[src/shared/cpd_defs.svh]
// Register map, field positions and reset values of the preset/direction block
`ifndef CPD_DEFS_SVH
`define CPD_DEFS_SVH

// Bus geometry
`define CPD_ADDR_W 8
`define CPD_DATA_W 32
`define CPD_HYST_W 16

// Register byte offsets
`define CPD_OFS_CTRL 8'h00
`define CPD_OFS_PRESET 8'h04
`define CPD_OFS_HYST 8'h08
`define CPD_OFS_STATUS 8'h0c
`define CPD_OFS_COUNT 8'h10

// Control register bit positions
`define CPD_CTRL_SW 0
`define CPD_CTRL_ZERO 1
`define CPD_CTRL_RISE 2
`define CPD_CTRL_FALL 3
`define CPD_CTRL_INV 4

// Status register bit positions
`define CPD_ST_DONE 0
`define CPD_ST_DIR 1
`define CPD_ST_OVF 2
`define CPD_ST_UNF 3

// Reset values and limits
`define CPD_RST_WORD 32'h0000_0000
`define CPD_RST_HYST 16'h0000
`define CPD_CNT_MAX 32'hffff_ffff
`define CPD_RUN_ONE 17'h0_0001
`define CPD_RUN_MAX 17'h1_ffff

// Bus responses
`define CPD_RESP_OKAY 2'b00
`define CPD_RESP_SLVERR 2'b10

`endif

[src/shared/cpd_pkg.sv]
// Types of the counter preset and direction detection block
package cpd_pkg;

	// Which armed source owns the pending preset
	typedef enum logic [1:0] {
		OWN_NONE,
		OWN_SW,
		OWN_ZERO,
		OWN_EXT
	} cpd_owner_t;

	// Software-written control bits
	typedef struct packed {
		logic dir_inv;
		logic fall_arm;
		logic rise_arm;
		logic zero_arm;
		logic sw_cmd;
	} cpd_ctrl_t;

	// Complete state of the block
	typedef struct packed {
		logic [1:0] sync_zero;
		logic [1:0] sync_latch;
		logic zero_last;
		logic latch_last;
		logic [31:0] count;
		logic [31:0] preset_val;
		logic [15:0] hyst;
		cpd_ctrl_t ctrl;
		cpd_owner_t owner;
		logic done;
		logic [31:0] prev_pos;
		logic have_prev;
		logic ovf_seen;
		logic unf_seen;
		logic dir_flag;
		logic run_valid;
		logic run_dir;
		logic [16:0] run_len;
		logic inv_pending;
		logic inv_seen;
		logic aw_held;
		logic [7:0] aw_addr;
		logic w_held;
		logic [31:0] w_data;
		logic [3:0] w_strb;
		logic bvalid;
		logic [1:0] bresp;
		logic rvalid;
		logic [31:0] rdata;
		logic [1:0] rresp;
	} cpd_state_t;

endpackage

[src/design/cpd_core.sv]
// Encoder channel: position counter with preset and direction detection
//
// The AXI4-Lite interface to the registers and the register addresses were decided locally.
`timescale 1ns/100ps
`include "cpd_defs.svh"

module cpd_core
	import cpd_pkg::*;
(
	// Clock, reset, enable
	input wire logic clk,
	input wire logic reset,
	input wire logic ce,
	// Counting steps from the track decoder, same clock
	input wire logic step,
	input wire logic step_down,
	// Control-cycle strobe, same clock
	input wire logic cycle_strobe,
	// Asynchronous pins
	input wire logic zero_pulse_pin,
	input wire logic latch_pin,
	// Status outputs
	output logic [31:0] count_value,
	output logic preset_done,
	output logic dir_flag,
	// AXI4-Lite write address
	input wire logic awvalid,
	output logic awready,
	input wire logic [7:0] awaddr,
	input wire logic [2:0] awprot,
	// AXI4-Lite write data
	input wire logic wvalid,
	output logic wready,
	input wire logic [31:0] wdata,
	input wire logic [3:0] wstrb,
	// AXI4-Lite write response
	output logic bvalid,
	input wire logic bready,
	output logic [1:0] bresp,
	// AXI4-Lite read address
	input wire logic arvalid,
	output logic arready,
	input wire logic [7:0] araddr,
	input wire logic [2:0] arprot,
	// AXI4-Lite read data
	output logic rvalid,
	input wire logic rready,
	output logic [31:0] rdata,
	output logic [1:0] rresp
);

	cpd_state_t s_reg;
	cpd_state_t s_next;

	// Operating notes for users of this channel
	// Preset sources are armed by control bits; ownership is taken one
	// clock after the arm bit is registered, so a tie inside one write
	// resolves by fixed priority: software, then zero pulse, then latch.
	// A source that loses keeps its arm bit but, once the winner has loaded, is not acted upon
	// until every arm bit has dropped and the done flag has cleared.
	// The done flag is set by a load and cleared one clock after all
	// arm bits read false; a load in that same clock wins over the clear.
	// Releasing an owner's arm bit before its event gives up ownership
	// without a load, and a waiting source may then take over.
	// Pin events pass two synchroniser stages plus an edge register, so
	// a pin pulse must stand at least one clock to be seen at all.
	// Both latch polarities may be armed together; either edge loads.
	// The counter steps once per step pulse; a load in the same clock
	// wins and the step is lost, which matches a preset overwriting it.
	// Wrap flags live for one control cycle only and freeze the sign
	// result of that cycle; the previous position is still resampled.
	// With hysteresis zero the flag follows the sign of the difference, flipped when count inversion is set.
	// With hysteresis above zero the flag reports a qualified reversal.
	// A reversal qualifies once the run after it exceeds the hysteresis.
	// Run length saturates, so a very long run cannot wrap to zero.
	// Count inversion flips the step direction before run tracking, so
	// reversal results are the same either way; only the sign changes.
	// All run-tracking and wrap state except the run direction is cleared at each control-cycle boundary.
	// The control strobe must be a single-clock pulse on this clock;
	// a longer strobe would evaluate several times in one cycle.
	// The register bus takes address and data in either order and
	// answers one clock after the later of the two is taken.
	// While a response is pending no new write is accepted, and while
	// read data is pending no new read address is accepted.
	// The clock enable freezes every register, including the bus side;
	// ready outputs drop with it so no transfer is half taken.
	// Writes to read-only registers answer OKAY and change nothing.
	// Unmapped offsets answer SLVERR; reads of them return zero.
	// Control writes use byte lane 0 only; hysteresis uses lanes 0-1.

	// Byte-lane merge of a register write
	function automatic logic [31:0] merge_bytes(
		input logic [31:0] old_val,
		input logic [31:0] new_val,
		input logic [3:0] strb
	);
		logic [31:0] res;
		res = old_val;
		for (int i = 0; i < 4; i++) begin
			if (strb[i]) begin
				res[i*8 +: 8] = new_val[i*8 +: 8];
			end
		end
		return res;
	endfunction

	// Handshake outputs, gated by the enable so nothing is taken while frozen
	assign awready = ce & ~s_reg.aw_held & ~s_reg.bvalid;
	assign wready = ce & ~s_reg.w_held & ~s_reg.bvalid;
	assign arready = ce & ~s_reg.rvalid;

	// Registered outputs
	assign bvalid = s_reg.bvalid;
	assign bresp = s_reg.bresp;
	assign rvalid = s_reg.rvalid;
	assign rdata = s_reg.rdata;
	assign rresp = s_reg.rresp;
	assign count_value = s_reg.count;
	assign preset_done = s_reg.done;
	assign dir_flag = s_reg.dir_flag;

	// Next-state logic of the whole block
	always_comb begin
		logic zero_evt;
		logic rise_evt;
		logic fall_evt;
		logic any_arm;
		logic load;
		logic ext_hit;
		logic [31:0] diff;
		logic d;
		logic aw_ok;
		logic w_ok;
		logic [7:0] wa;
		logic [31:0] wd;
		logic [3:0] ws;
		logic [7:0] ra;
		zero_evt = 1'b0;
		rise_evt = 1'b0;
		fall_evt = 1'b0;
		any_arm = 1'b0;
		load = 1'b0;
		ext_hit = 1'b0;
		diff = `CPD_RST_WORD;
		d = 1'b0;
		aw_ok = 1'b0;
		w_ok = 1'b0;
		wa = awaddr;
		wd = wdata;
		ws = wstrb;
		ra = araddr;
		s_next = s_reg;

		// Pin synchronisers; only the second stage is looked at
		s_next.sync_zero = {s_reg.sync_zero[0], zero_pulse_pin};
		s_next.sync_latch = {s_reg.sync_latch[0], latch_pin};
		s_next.zero_last = s_reg.sync_zero[1];
		s_next.latch_last = s_reg.sync_latch[1];
		zero_evt = s_reg.sync_zero[1] & ~s_reg.zero_last;
		rise_evt = s_reg.sync_latch[1] & ~s_reg.latch_last;
		fall_evt = ~s_reg.sync_latch[1] & s_reg.latch_last;

		any_arm = s_reg.ctrl.sw_cmd | s_reg.ctrl.zero_arm |
			s_reg.ctrl.rise_arm | s_reg.ctrl.fall_arm;

		// Preset ownership: first armed source wins, others wait
		case (s_reg.owner)
			OWN_NONE: begin
				if (!s_reg.done) begin
					if (s_reg.ctrl.sw_cmd) begin
						s_next.owner = OWN_SW;
					end else if (s_reg.ctrl.zero_arm) begin
						s_next.owner = OWN_ZERO;
					end else if (s_reg.ctrl.rise_arm | s_reg.ctrl.fall_arm) begin
						s_next.owner = OWN_EXT;
					end
				end
			end
			OWN_SW: begin
				if (s_reg.ctrl.sw_cmd) begin
					load = 1'b1;
				end else begin
					s_next.owner = OWN_NONE;
				end
			end
			OWN_ZERO: begin
				if (!s_reg.ctrl.zero_arm) begin
					s_next.owner = OWN_NONE;
				end else if (zero_evt) begin
					load = 1'b1;
				end
			end
			OWN_EXT: begin
				ext_hit = (s_reg.ctrl.rise_arm & rise_evt) |
					(s_reg.ctrl.fall_arm & fall_evt);
				if (!(s_reg.ctrl.rise_arm | s_reg.ctrl.fall_arm)) begin
					s_next.owner = OWN_NONE;
				end else if (ext_hit) begin
					load = 1'b1;
				end
			end
			default: begin
				s_next.owner = OWN_NONE;
			end
		endcase

		// Load then lock until every arm bit is back to false
		if (load) begin
			s_next.done = 1'b1;
			s_next.owner = OWN_NONE;
		end else if (s_reg.done && !any_arm) begin
			s_next.done = 1'b0;
		end

		// Position counter; preset overrides a step
		if (load) begin
			s_next.count = s_reg.preset_val;
		end else if (step) begin
			if (step_down ^ s_reg.ctrl.dir_inv) begin
				if (s_reg.count == `CPD_RST_WORD) begin
					s_next.unf_seen = 1'b1;
				end
				s_next.count = s_reg.count - 32'h0000_0001;
			end else begin
				if (s_reg.count == `CPD_CNT_MAX) begin
					s_next.ovf_seen = 1'b1;
				end
				s_next.count = s_reg.count + 32'h0000_0001;
			end
		end

		// Run tracking of consecutive edges for reversal mode
		if (step) begin
			d = step_down ^ s_reg.ctrl.dir_inv;
			if (!s_reg.run_valid) begin
				s_next.run_valid = 1'b1;
				s_next.run_dir = d;
				s_next.run_len = `CPD_RUN_ONE;
			end else if (d == s_reg.run_dir) begin
				if (s_reg.run_len != `CPD_RUN_MAX) begin
					s_next.run_len = s_reg.run_len + `CPD_RUN_ONE;
				end
			end else begin
				s_next.run_dir = d;
				s_next.run_len = `CPD_RUN_ONE;
				s_next.inv_pending = 1'b1;
			end
		end
		if (s_next.inv_pending && s_next.run_len > {1'b0, s_reg.hyst}) begin
			s_next.inv_seen = 1'b1;
		end

		// Control-cycle boundary: sample position and publish the flag
		if (cycle_strobe) begin
			diff = s_reg.count - s_reg.prev_pos;
			s_next.prev_pos = s_reg.count;
			s_next.have_prev = 1'b1;
			if (s_reg.hyst == `CPD_RST_HYST) begin
				if (!s_reg.have_prev) begin
					s_next.dir_flag = 1'b0;
				end else if (s_reg.ovf_seen | s_reg.unf_seen) begin
					s_next.dir_flag = s_reg.dir_flag;
				end else if (diff != `CPD_RST_WORD) begin
					s_next.dir_flag = diff[31] ^ s_reg.ctrl.dir_inv;
				end
			end else begin
				s_next.dir_flag = s_next.inv_seen;
			end
			// Hysteresis evaluation never spans a boundary
			s_next.run_valid = 1'b0;
			s_next.run_len = 17'h0_0000;
			s_next.inv_pending = 1'b0;
			s_next.inv_seen = 1'b0;
			s_next.ovf_seen = 1'b0;
			s_next.unf_seen = 1'b0;
		end

		// Write channel capture in either order
		if (awvalid && awready) begin
			s_next.aw_held = 1'b1;
			s_next.aw_addr = awaddr;
		end
		if (wvalid && wready) begin
			s_next.w_held = 1'b1;
			s_next.w_data = wdata;
			s_next.w_strb = wstrb;
		end
		aw_ok = s_next.aw_held;
		w_ok = s_next.w_held;
		wa = s_next.aw_addr;
		wd = s_next.w_data;
		ws = s_next.w_strb;

		// Register write once address and data are both present
		if (aw_ok && w_ok && !s_reg.bvalid) begin
			s_next.aw_held = 1'b0;
			s_next.w_held = 1'b0;
			s_next.bvalid = 1'b1;
			s_next.bresp = `CPD_RESP_OKAY;
			case ({wa[7:2], 2'b00})
				`CPD_OFS_CTRL: begin
					if (ws[0]) begin
						s_next.ctrl = wd[4:0];
					end
				end
				`CPD_OFS_PRESET: begin
					s_next.preset_val = merge_bytes(s_reg.preset_val, wd, ws);
				end
				`CPD_OFS_HYST: begin
					if (ws[0]) begin
						s_next.hyst[7:0] = wd[7:0];
					end
					if (ws[1]) begin
						s_next.hyst[15:8] = wd[15:8];
					end
				end
				`CPD_OFS_STATUS, `CPD_OFS_COUNT: begin
					s_next.bresp = `CPD_RESP_OKAY;
				end
				default: begin
					s_next.bresp = `CPD_RESP_SLVERR;
				end
			endcase
		end
		if (s_reg.bvalid && bready) begin
			s_next.bvalid = 1'b0;
		end

		// Register read
		if (arvalid && arready) begin
			s_next.rvalid = 1'b1;
			s_next.rresp = `CPD_RESP_OKAY;
			s_next.rdata = `CPD_RST_WORD;
			case ({ra[7:2], 2'b00})
				`CPD_OFS_CTRL: begin
					s_next.rdata[4:0] = s_reg.ctrl;
				end
				`CPD_OFS_PRESET: begin
					s_next.rdata = s_reg.preset_val;
				end
				`CPD_OFS_HYST: begin
					s_next.rdata[15:0] = s_reg.hyst;
				end
				`CPD_OFS_STATUS: begin
					s_next.rdata[`CPD_ST_DONE] = s_reg.done;
					s_next.rdata[`CPD_ST_DIR] = s_reg.dir_flag;
					s_next.rdata[`CPD_ST_OVF] = s_reg.ovf_seen;
					s_next.rdata[`CPD_ST_UNF] = s_reg.unf_seen;
				end
				`CPD_OFS_COUNT: begin
					s_next.rdata = s_reg.count;
				end
				default: begin
					s_next.rresp = `CPD_RESP_SLVERR;
				end
			endcase
		end else if (s_reg.rvalid && rready) begin
			s_next.rvalid = 1'b0;
		end
	end

	// State register with synchronous reset and clock enable
	always_ff @(posedge clk) begin
		if (reset) begin
			s_reg <= '0;
			s_reg.hyst <= `CPD_RST_HYST;
			s_reg.preset_val <= `CPD_RST_WORD;
			s_reg.owner <= OWN_NONE;
		end else if (ce) begin
			s_reg <= s_next;
		end
	end

endmodule

[config.mk]
export PLATFORM = sky130hd
export DESIGN_NAME = cpd_core
export DESIGN_NICKNAME = d
export VERILOG_FILES = /design/src/shared/cpd_pkg.sv /design/src/design/cpd_core.sv
export VERILOG_INCLUDE_DIRS = /design/src /design/src/shared
export SDC_FILE = /design/constraint.sdc
export NUM_CORES = 1
export LEC_CHECK = 0
export ABC_AREA = 1
export BUFFER_PORTS_ARGS = -buffer_cell sky130_fd_sc_hd__buf_2
export CORE_ASPECT_RATIO = 0.5
export CORE_UTILIZATION = 51
export DETAILED_ROUTE_END_ITERATION = 12
export PLACE_DENSITY_LB_ADDON = 0.1
export SYNTH_ARGS = -nofsm -noshare
export SYNTH_HDL_FRONTEND = slang
export SYNTH_SLANG_ARGS = --single-unit
[constraint.sdc]
create_clock -name clk -period 5 [get_ports clk]
set_input_delay 1 -clock clk [delete_from_list [all_inputs] [get_ports clk]]
set_output_delay 1 -clock clk [all_outputs]
set_load 0.005 [all_outputs]
# Word-level counts from Yosys, hierarchy flattened

Index checks and enable logic that the tools add are counted.

Bits of input ports: 71
Output and inout port bits: 75
Bits in registers: 235
Word-level logic and storage cells: 195

Reductions and logical operators: 48
Equal/unequal tests: 24
Bitwise logic cells: 25
$add $sub $neg: 4
Magnitude comparators: 1
Muxes and demuxes: 54

Operators by type and width:

| cell                                                | number |
|---|---|
| two-way mux 32 bit                                  | 3 |
| two-way mux 37 bit                                  | 1 |
| two-way mux 17 bit                                  | 2 |
| case mux 11 bit (3 select lines)                    | 1 |
| adder 32 x 1 -> 32 bit, second input constant       | 1 |
| equality test 32 bit, second input constant         | 1 |
| zero test 32 bit                                    | 1 |
| case mux 16 bit (2 select lines)                    | 1 |
| AND reduction 4 bit                                 | 8 |
| nonzero test 32 bit                                 | 1 |
| subtractor 32 x 1 -> 32 bit, second input constant  | 1 |
| subtractor 32 bit                                   | 1 |
| equality test 6 x 2 -> 1 bit, second input constant | 4 |
| two-way mux 1 bit                                   | 24 |
| two-way mux 2 bit                                   | 12 |
| two-way mux 20 bit                                  | 1 |
| case mux 4 bit (5 select lines)                     | 1 |
| two-way mux 19 bit                                  | 1 |
| two-way mux 18 bit                                  | 1 |
| AND reduction 2 bit                                 | 9 |
| adder 17 x 1 -> 17 bit, second input constant       | 1 |
| greater-than comparator 17 x 16 -> 1 bit            | 1 |
| inequality test 17 bit, second input constant       | 1 |
| zero test 16 bit                                    | 1 |
| other kinds (28)                                    | 77 |

# Depth between registers and ports, before layout

Depth after elaboration: 10
Gate-level depth with buffers: 33
Depth with buffers taken out: 33

# Worst setup path before layout

OpenSTA, ideal clock, no wires.

Path kind: input-to-reg
Start: in step_down
End: reg s_reg, in the netlist count_value[19]
Path slack: 1.005 ns
Library setup time: 0.115 ns
Buffers on the path: 0
Stages on the path: 16
Data required time: 4.885 ns
Data arrival time: 3.880 ns
Cell sequence: or2_2 -> nand2_1 -> inv_1 -> ha_1 -> a21o_1 -> a21boi_0 -> o21ai_0 -> a21boi_0 -> o21ai_0 -> nand2_1 -> nand2_1 -> or2_2 -> nand3_1 -> o21ai_0 -> o21ai_0 -> inv_1

Longest elaborated chain between the ends: 4

RTL lines:

| element              | RTL line        | RTL |
|---|---|---|
| from (decl)          | cpd_core.sv:16  | `input wire logic step_down,` |
| XOR 1 bit            | cpd_core.sv:219 | `if (step_down ^ s_reg.ctrl.dir_inv) begin` |
| two-way mux 32 bit   | cpd_core.sv:219 |  |
| two-way mux 32 bit   | cpd_core.sv:218 | `end else if (step) begin` |
| two-way mux 32 bit   | cpd_core.sv:216 | `if (load) begin` |
| to (signal assigned) | cpd_core.sv:370 | `s_reg <= s_next;` |
| to (decl)            | cpd_core.sv:52  | `cpd_state_t s_reg;` |

Every way passes these cells. The select of a mux whose other input is x is not followed.
A chain may end at the register's enable or synchronous reset.

# Worst setup path in the final report

Same ends and word-level chain as after synthesis.

==> run summary <==
Result of the run: finished clean
Synthesized area per cell: 6.37 um^2
Maximum clock rate: 246 MHz
Final wirelength: 44.2 mm
Max cap viols: 0
EDFF count, synth: 0
TritonCTS clock tree: built
Pin count of the biggest net entering global routing: 76
Number of buffers added by the clock tree synthesis step: 23
Fraction of layout cells with a size suffix above 1: 10.2%
Gp weighted congestion: 0.936
Post-CTS setup-driven buffer insertion count: 0
Count of input and output buffers: 133
Final count of pins violating max slew: 0
Top-level I/O count: 146
Height of the chip: 124 um
Count of synthesis-stage warnings from yosys: 0
Vias per inst: 5.34
Number of inserted filler cells in the final layout: 2966
Max FFs per register: 157
Clk_skew: 0.0137 ns
Initial antenna violation count: 1
Post-synth top flop: sky130_fd_sc_hd__dfxtp_1
Dominant delay contributor by cell family on the critical path: compound AO/OA/AOI/OAI gates
Core area: 29100 um^2
DRC violation count after routing: 0
Met2 Track Usage GR: 44.6%
Power per unit of standard cell area: 318 nW/um^2
Post-route setup TNS: 0 ns
Worst max-slew margin expressed relative to the limit: 23.4%
Worst IR Drop VDD: 0.229 mV
Worst hold path class: flop to flop
Number of antenna-violating nets in the routed design: 0
Most Frequent Cell on Critical Path: sky130_fd_sc_hd__o21ai_0
Antenna Diode Count: 0
Number of cell rows: 44
Count of buffer and inverter cells on the critical path: 3
Starting density of the core: 52.2%
NumNets Final: 2562
Number of setup violations in the final report: 0
Ratio of final minimum period to clock period: 81.3%
Distinct cell type count of the synthesized netlist: 51
Sequential share of the synthesized area: 30.4%
Final Power: 5.22 mW
Clock Sinks: 231
Worst path slowest cell: sky130_fd_sc_hd__ha_1
CTS H-tree lvls: 1
Type of element launching the critical path: input port
Clk Latency, worst-skew pair: 0.55 ns
CTS root buf: sky130_fd_sc_hd__clkbuf_16
Global-route track usage on met3: 5.09%
RSZ-0062 raised after global routing: false
Count of cells resized by post-cts repair: 0
Path type of the worst setup path: input port to flop
Leak pwr: 8.23 nW
Setup crit end kind: flop
Worst stage delay on the critical path: 0.46 ns
Met1 track utilization from global routing: 41.6%
Transition time at the pin with the least slew margin: 1.15 ns
Fraction of registers with async set or reset after synthesis: 0%
Count of endpoints failing hold in the final timing report: 0
Drt wl/cell: 15.7 um
Via count of the first global-routing pass: 13300
Post-cts hold buffer count: 0
Vias post-DR: 15100
Total gr overflow: 0
Area added between synthesis and finish: 8.06%
Crit Path Max Fanout: 15
Cell Area, Synth: 15200 um^2
CTS max path bufs: 3
Area of the die: 30500 um^2
Cell count after synthesis: 2384
DRT iter0 DRCs: 1235
Total iterations of the first detailed-routing run: 5
Layer with the highest usage after global routing: met2
Required @ worst endpoint: 5.44 ns
Aggregate global-route resource usage: 28.9%
Global-route wire length before repair: 69.6 mm
DPL Wire Length: 33.4 mm
Worst path arrival time: 4.50 ns
Die X: 246 um
Final core area utilization: 56.4%
Clock transition at path regs: 0.06 ns
Time the final worst path needs with I/O delays and setup: 4.06 ns
Chain of cells forming the critical path: buf_2, or2_2, nand2_1, inv_1, ha_1, a21o_1, a21boi_0, o21ai_0, a21boi_0, o21ai_0, nand2_1, nand2_1, or2_2, nand3_1, o21ai_0, o21ai_0, inv_1
FF+latch count, synth: 231
==> cells in the final DEF (no fill, tap or decap), types with 6 or more instances in the layout <==
master / synthesis / layout
sky130_fd_sc_hd__nand3_1: 68 / 68
sky130_fd_sc_hd__ha_1: 78 / 78
sky130_fd_sc_hd__nor2_1: 220 / 219
sky130_fd_sc_hd__nand4_1: 36 / 36
sky130_fd_sc_hd__dfxtp_1: 231 / 231
sky130_fd_sc_hd__nand2_1: 518 / 517
sky130_fd_sc_hd__nor3_1: 24 / 24
sky130_fd_sc_hd__clkinv_2: 1 / 6
sky130_fd_sc_hd__xor2_1: 16 / 16
sky130_fd_sc_hd__a31oi_1: 6 / 6
sky130_fd_sc_hd__o21ai_0: 229 / 229
sky130_fd_sc_hd__o22ai_1: 14 / 14
sky130_fd_sc_hd__nor4_1: 15 / 15
sky130_fd_sc_hd__buf_2: 5 / 132
sky130_fd_sc_hd__buf_4: 69 / 14
sky130_fd_sc_hd__o21ai_1: 8 / 8
sky130_fd_sc_hd__or2_2: 42 / 42
sky130_fd_sc_hd__xnor2_1: 11 / 11
sky130_fd_sc_hd__clkbuf_16: 0 / 23
sky130_fd_sc_hd__o21a_1: 9 / 9
sky130_fd_sc_hd__a21oi_1: 240 / 240
sky130_fd_sc_hd__nand3_2: 7 / 7
sky130_fd_sc_hd__inv_1: 397 / 396
sky130_fd_sc_hd__o221ai_1: 16 / 16
==> cell type report <==
cell class	count	area, um^2	area share [%]
Multi-Input combinational cell	1609	8250	50.3
Clock buffer	30	632	3.85
Tap cell	391	489	2.98
Sequential cell	231	4620	28.2
Timing Repair Buffer	146	766	4.67
Inverter	401	1510	9.20
Clock inverter	12	141	0.861
==> cell families (layout without fill, tap and decap cells) <==
family          Yosys count  after routing  share of synthesized area [%]
buf+inv                 545            589                           15.3
simple gates            950            950                           26.6
other cells               1              2                         0.0247
fa+ha+maj                79             79                           6.56
xor+xnor                 27             27                           1.56
flops                   231            231                           30.4
mux                       3              3                          0.198
compound gates          548            548                           19.3
==> per-layer routing <==
| metal | wire length [um] | vias to the layer above |
|---|---|---|
| li1 | - | 7678 |
| met1 | 21600 | 6854 |
| met2 | 18500 | 452 |
| met3 | 3180 | 64 |
| met4 | 879 | 2 |
| met5 | 8 | - |
==> through the flow <==
stage	cell area, um^2	cells	hold WS [ns]	setup WS [ns]
2_1_floorplan	15200	2385	0.431	1.00
3_3_place_gp	15600	2778	0.440	0.503
3_5_place_dp	15600	2778	0.447	0.432
5_1_grt	16400	2820	0.480	0.447
6_report	16400	2820	0.456	0.936
4_1_cts	16400	2820	0.458	1.00
==> report_power, final <==
part	switching, mW	internal (mW)
Sequential	0.0874	1.93
Combinational	0.897	0.480
Clock	0.816	1.01
Total	1.80	3.42
==> worst reg2reg max path, delay by kind of cell (launching register included) <==
kind | cells | cell delay (ns)
compound gates | 7 | 1.39
buf+inv | 2 | 0.41
simple gates | 6 | 1.16
flops | 1 | 0.36
fa+ha+maj | 1 | 0.46
==> cells in the mapped netlist, types with 2 or more instances <==
library cell               number  area [um^2]
sky130_fd_sc_hd__o21bai_1       2         15.0
sky130_fd_sc_hd__clkbuf_1      67          251
sky130_fd_sc_hd__o21ai_1        8         40.0
sky130_fd_sc_hd__buf_2          5         25.0
sky130_fd_sc_hd__o21ai_0      229         1150
sky130_fd_sc_hd__xor2_1        16          140
sky130_fd_sc_hd__dfxtp_1      231         4620
sky130_fd_sc_hd__nand3_1       68          340
sky130_fd_sc_hd__nand2_1      518         1940
sky130_fd_sc_hd__a221oi_1       5         43.8
sky130_fd_sc_hd__inv_2          2         7.51
sky130_fd_sc_hd__nand3b_1       3         22.5
sky130_fd_sc_hd__o211ai_1       2         15.0
sky130_fd_sc_hd__or2_2         42          263
sky130_fd_sc_hd__inv_1        397         1490
sky130_fd_sc_hd__a21o_1         5         37.5
sky130_fd_sc_hd__a21boi_0       2         15.0
sky130_fd_sc_hd__mux2i_1        3         30.0
sky130_fd_sc_hd__o22ai_1       14         87.6
sky130_fd_sc_hd__nor3_1        24          120
sky130_fd_sc_hd__nor4_1        15         93.8
sky130_fd_sc_hd__and3_1         3         18.8
sky130_fd_sc_hd__o21a_1         9         67.6
sky130_fd_sc_hd__nor3_4         2         32.5
sky130_fd_sc_hd__o221ai_1      16          140
sky130_fd_sc_hd__a211oi_1       4         30.0
sky130_fd_sc_hd__buf_1          2         7.51
sky130_fd_sc_hd__and2_1         5         31.3
sky130_fd_sc_hd__buf_4         69          518
sky130_fd_sc_hd__nor2_1       220          826
sky130_fd_sc_hd__nand4_1       36          225
sky130_fd_sc_hd__nor3_2         3         30.0
sky130_fd_sc_hd__a31oi_1        6         37.5
sky130_fd_sc_hd__or2_1          2         12.5
sky130_fd_sc_hd__a21oi_1      240         1200
sky130_fd_sc_hd__xnor2_1       11         96.3
sky130_fd_sc_hd__ha_1          78          976
sky130_fd_sc_hd__nand3_2        7         70.1
==> final timing paths <==
| path | depth (start not counted) | slack (ns) | to | startpoint |
|---|---|---|---|---|
| setup / recovery | 17 | 0.94 | count_value[19]$_SDFFE_PP0P_ | step_down |
| hold / removal | 2 | 0.46 | s_reg[115]$_SDFFE_PP0P_ | s_reg[115]$_SDFFE_PP0P_ |
| setup reg to reg | 16 | 1.11 | count_value[19]$_SDFFE_PP0P_ | s_reg[148]$_SDFFE_PP0P_ |
| hold reg to reg | 2 | 0.46 | s_reg[115]$_SDFFE_PP0P_ | s_reg[115]$_SDFFE_PP0P_ |
No activity file was read; power rests on OpenSTA's default activity.
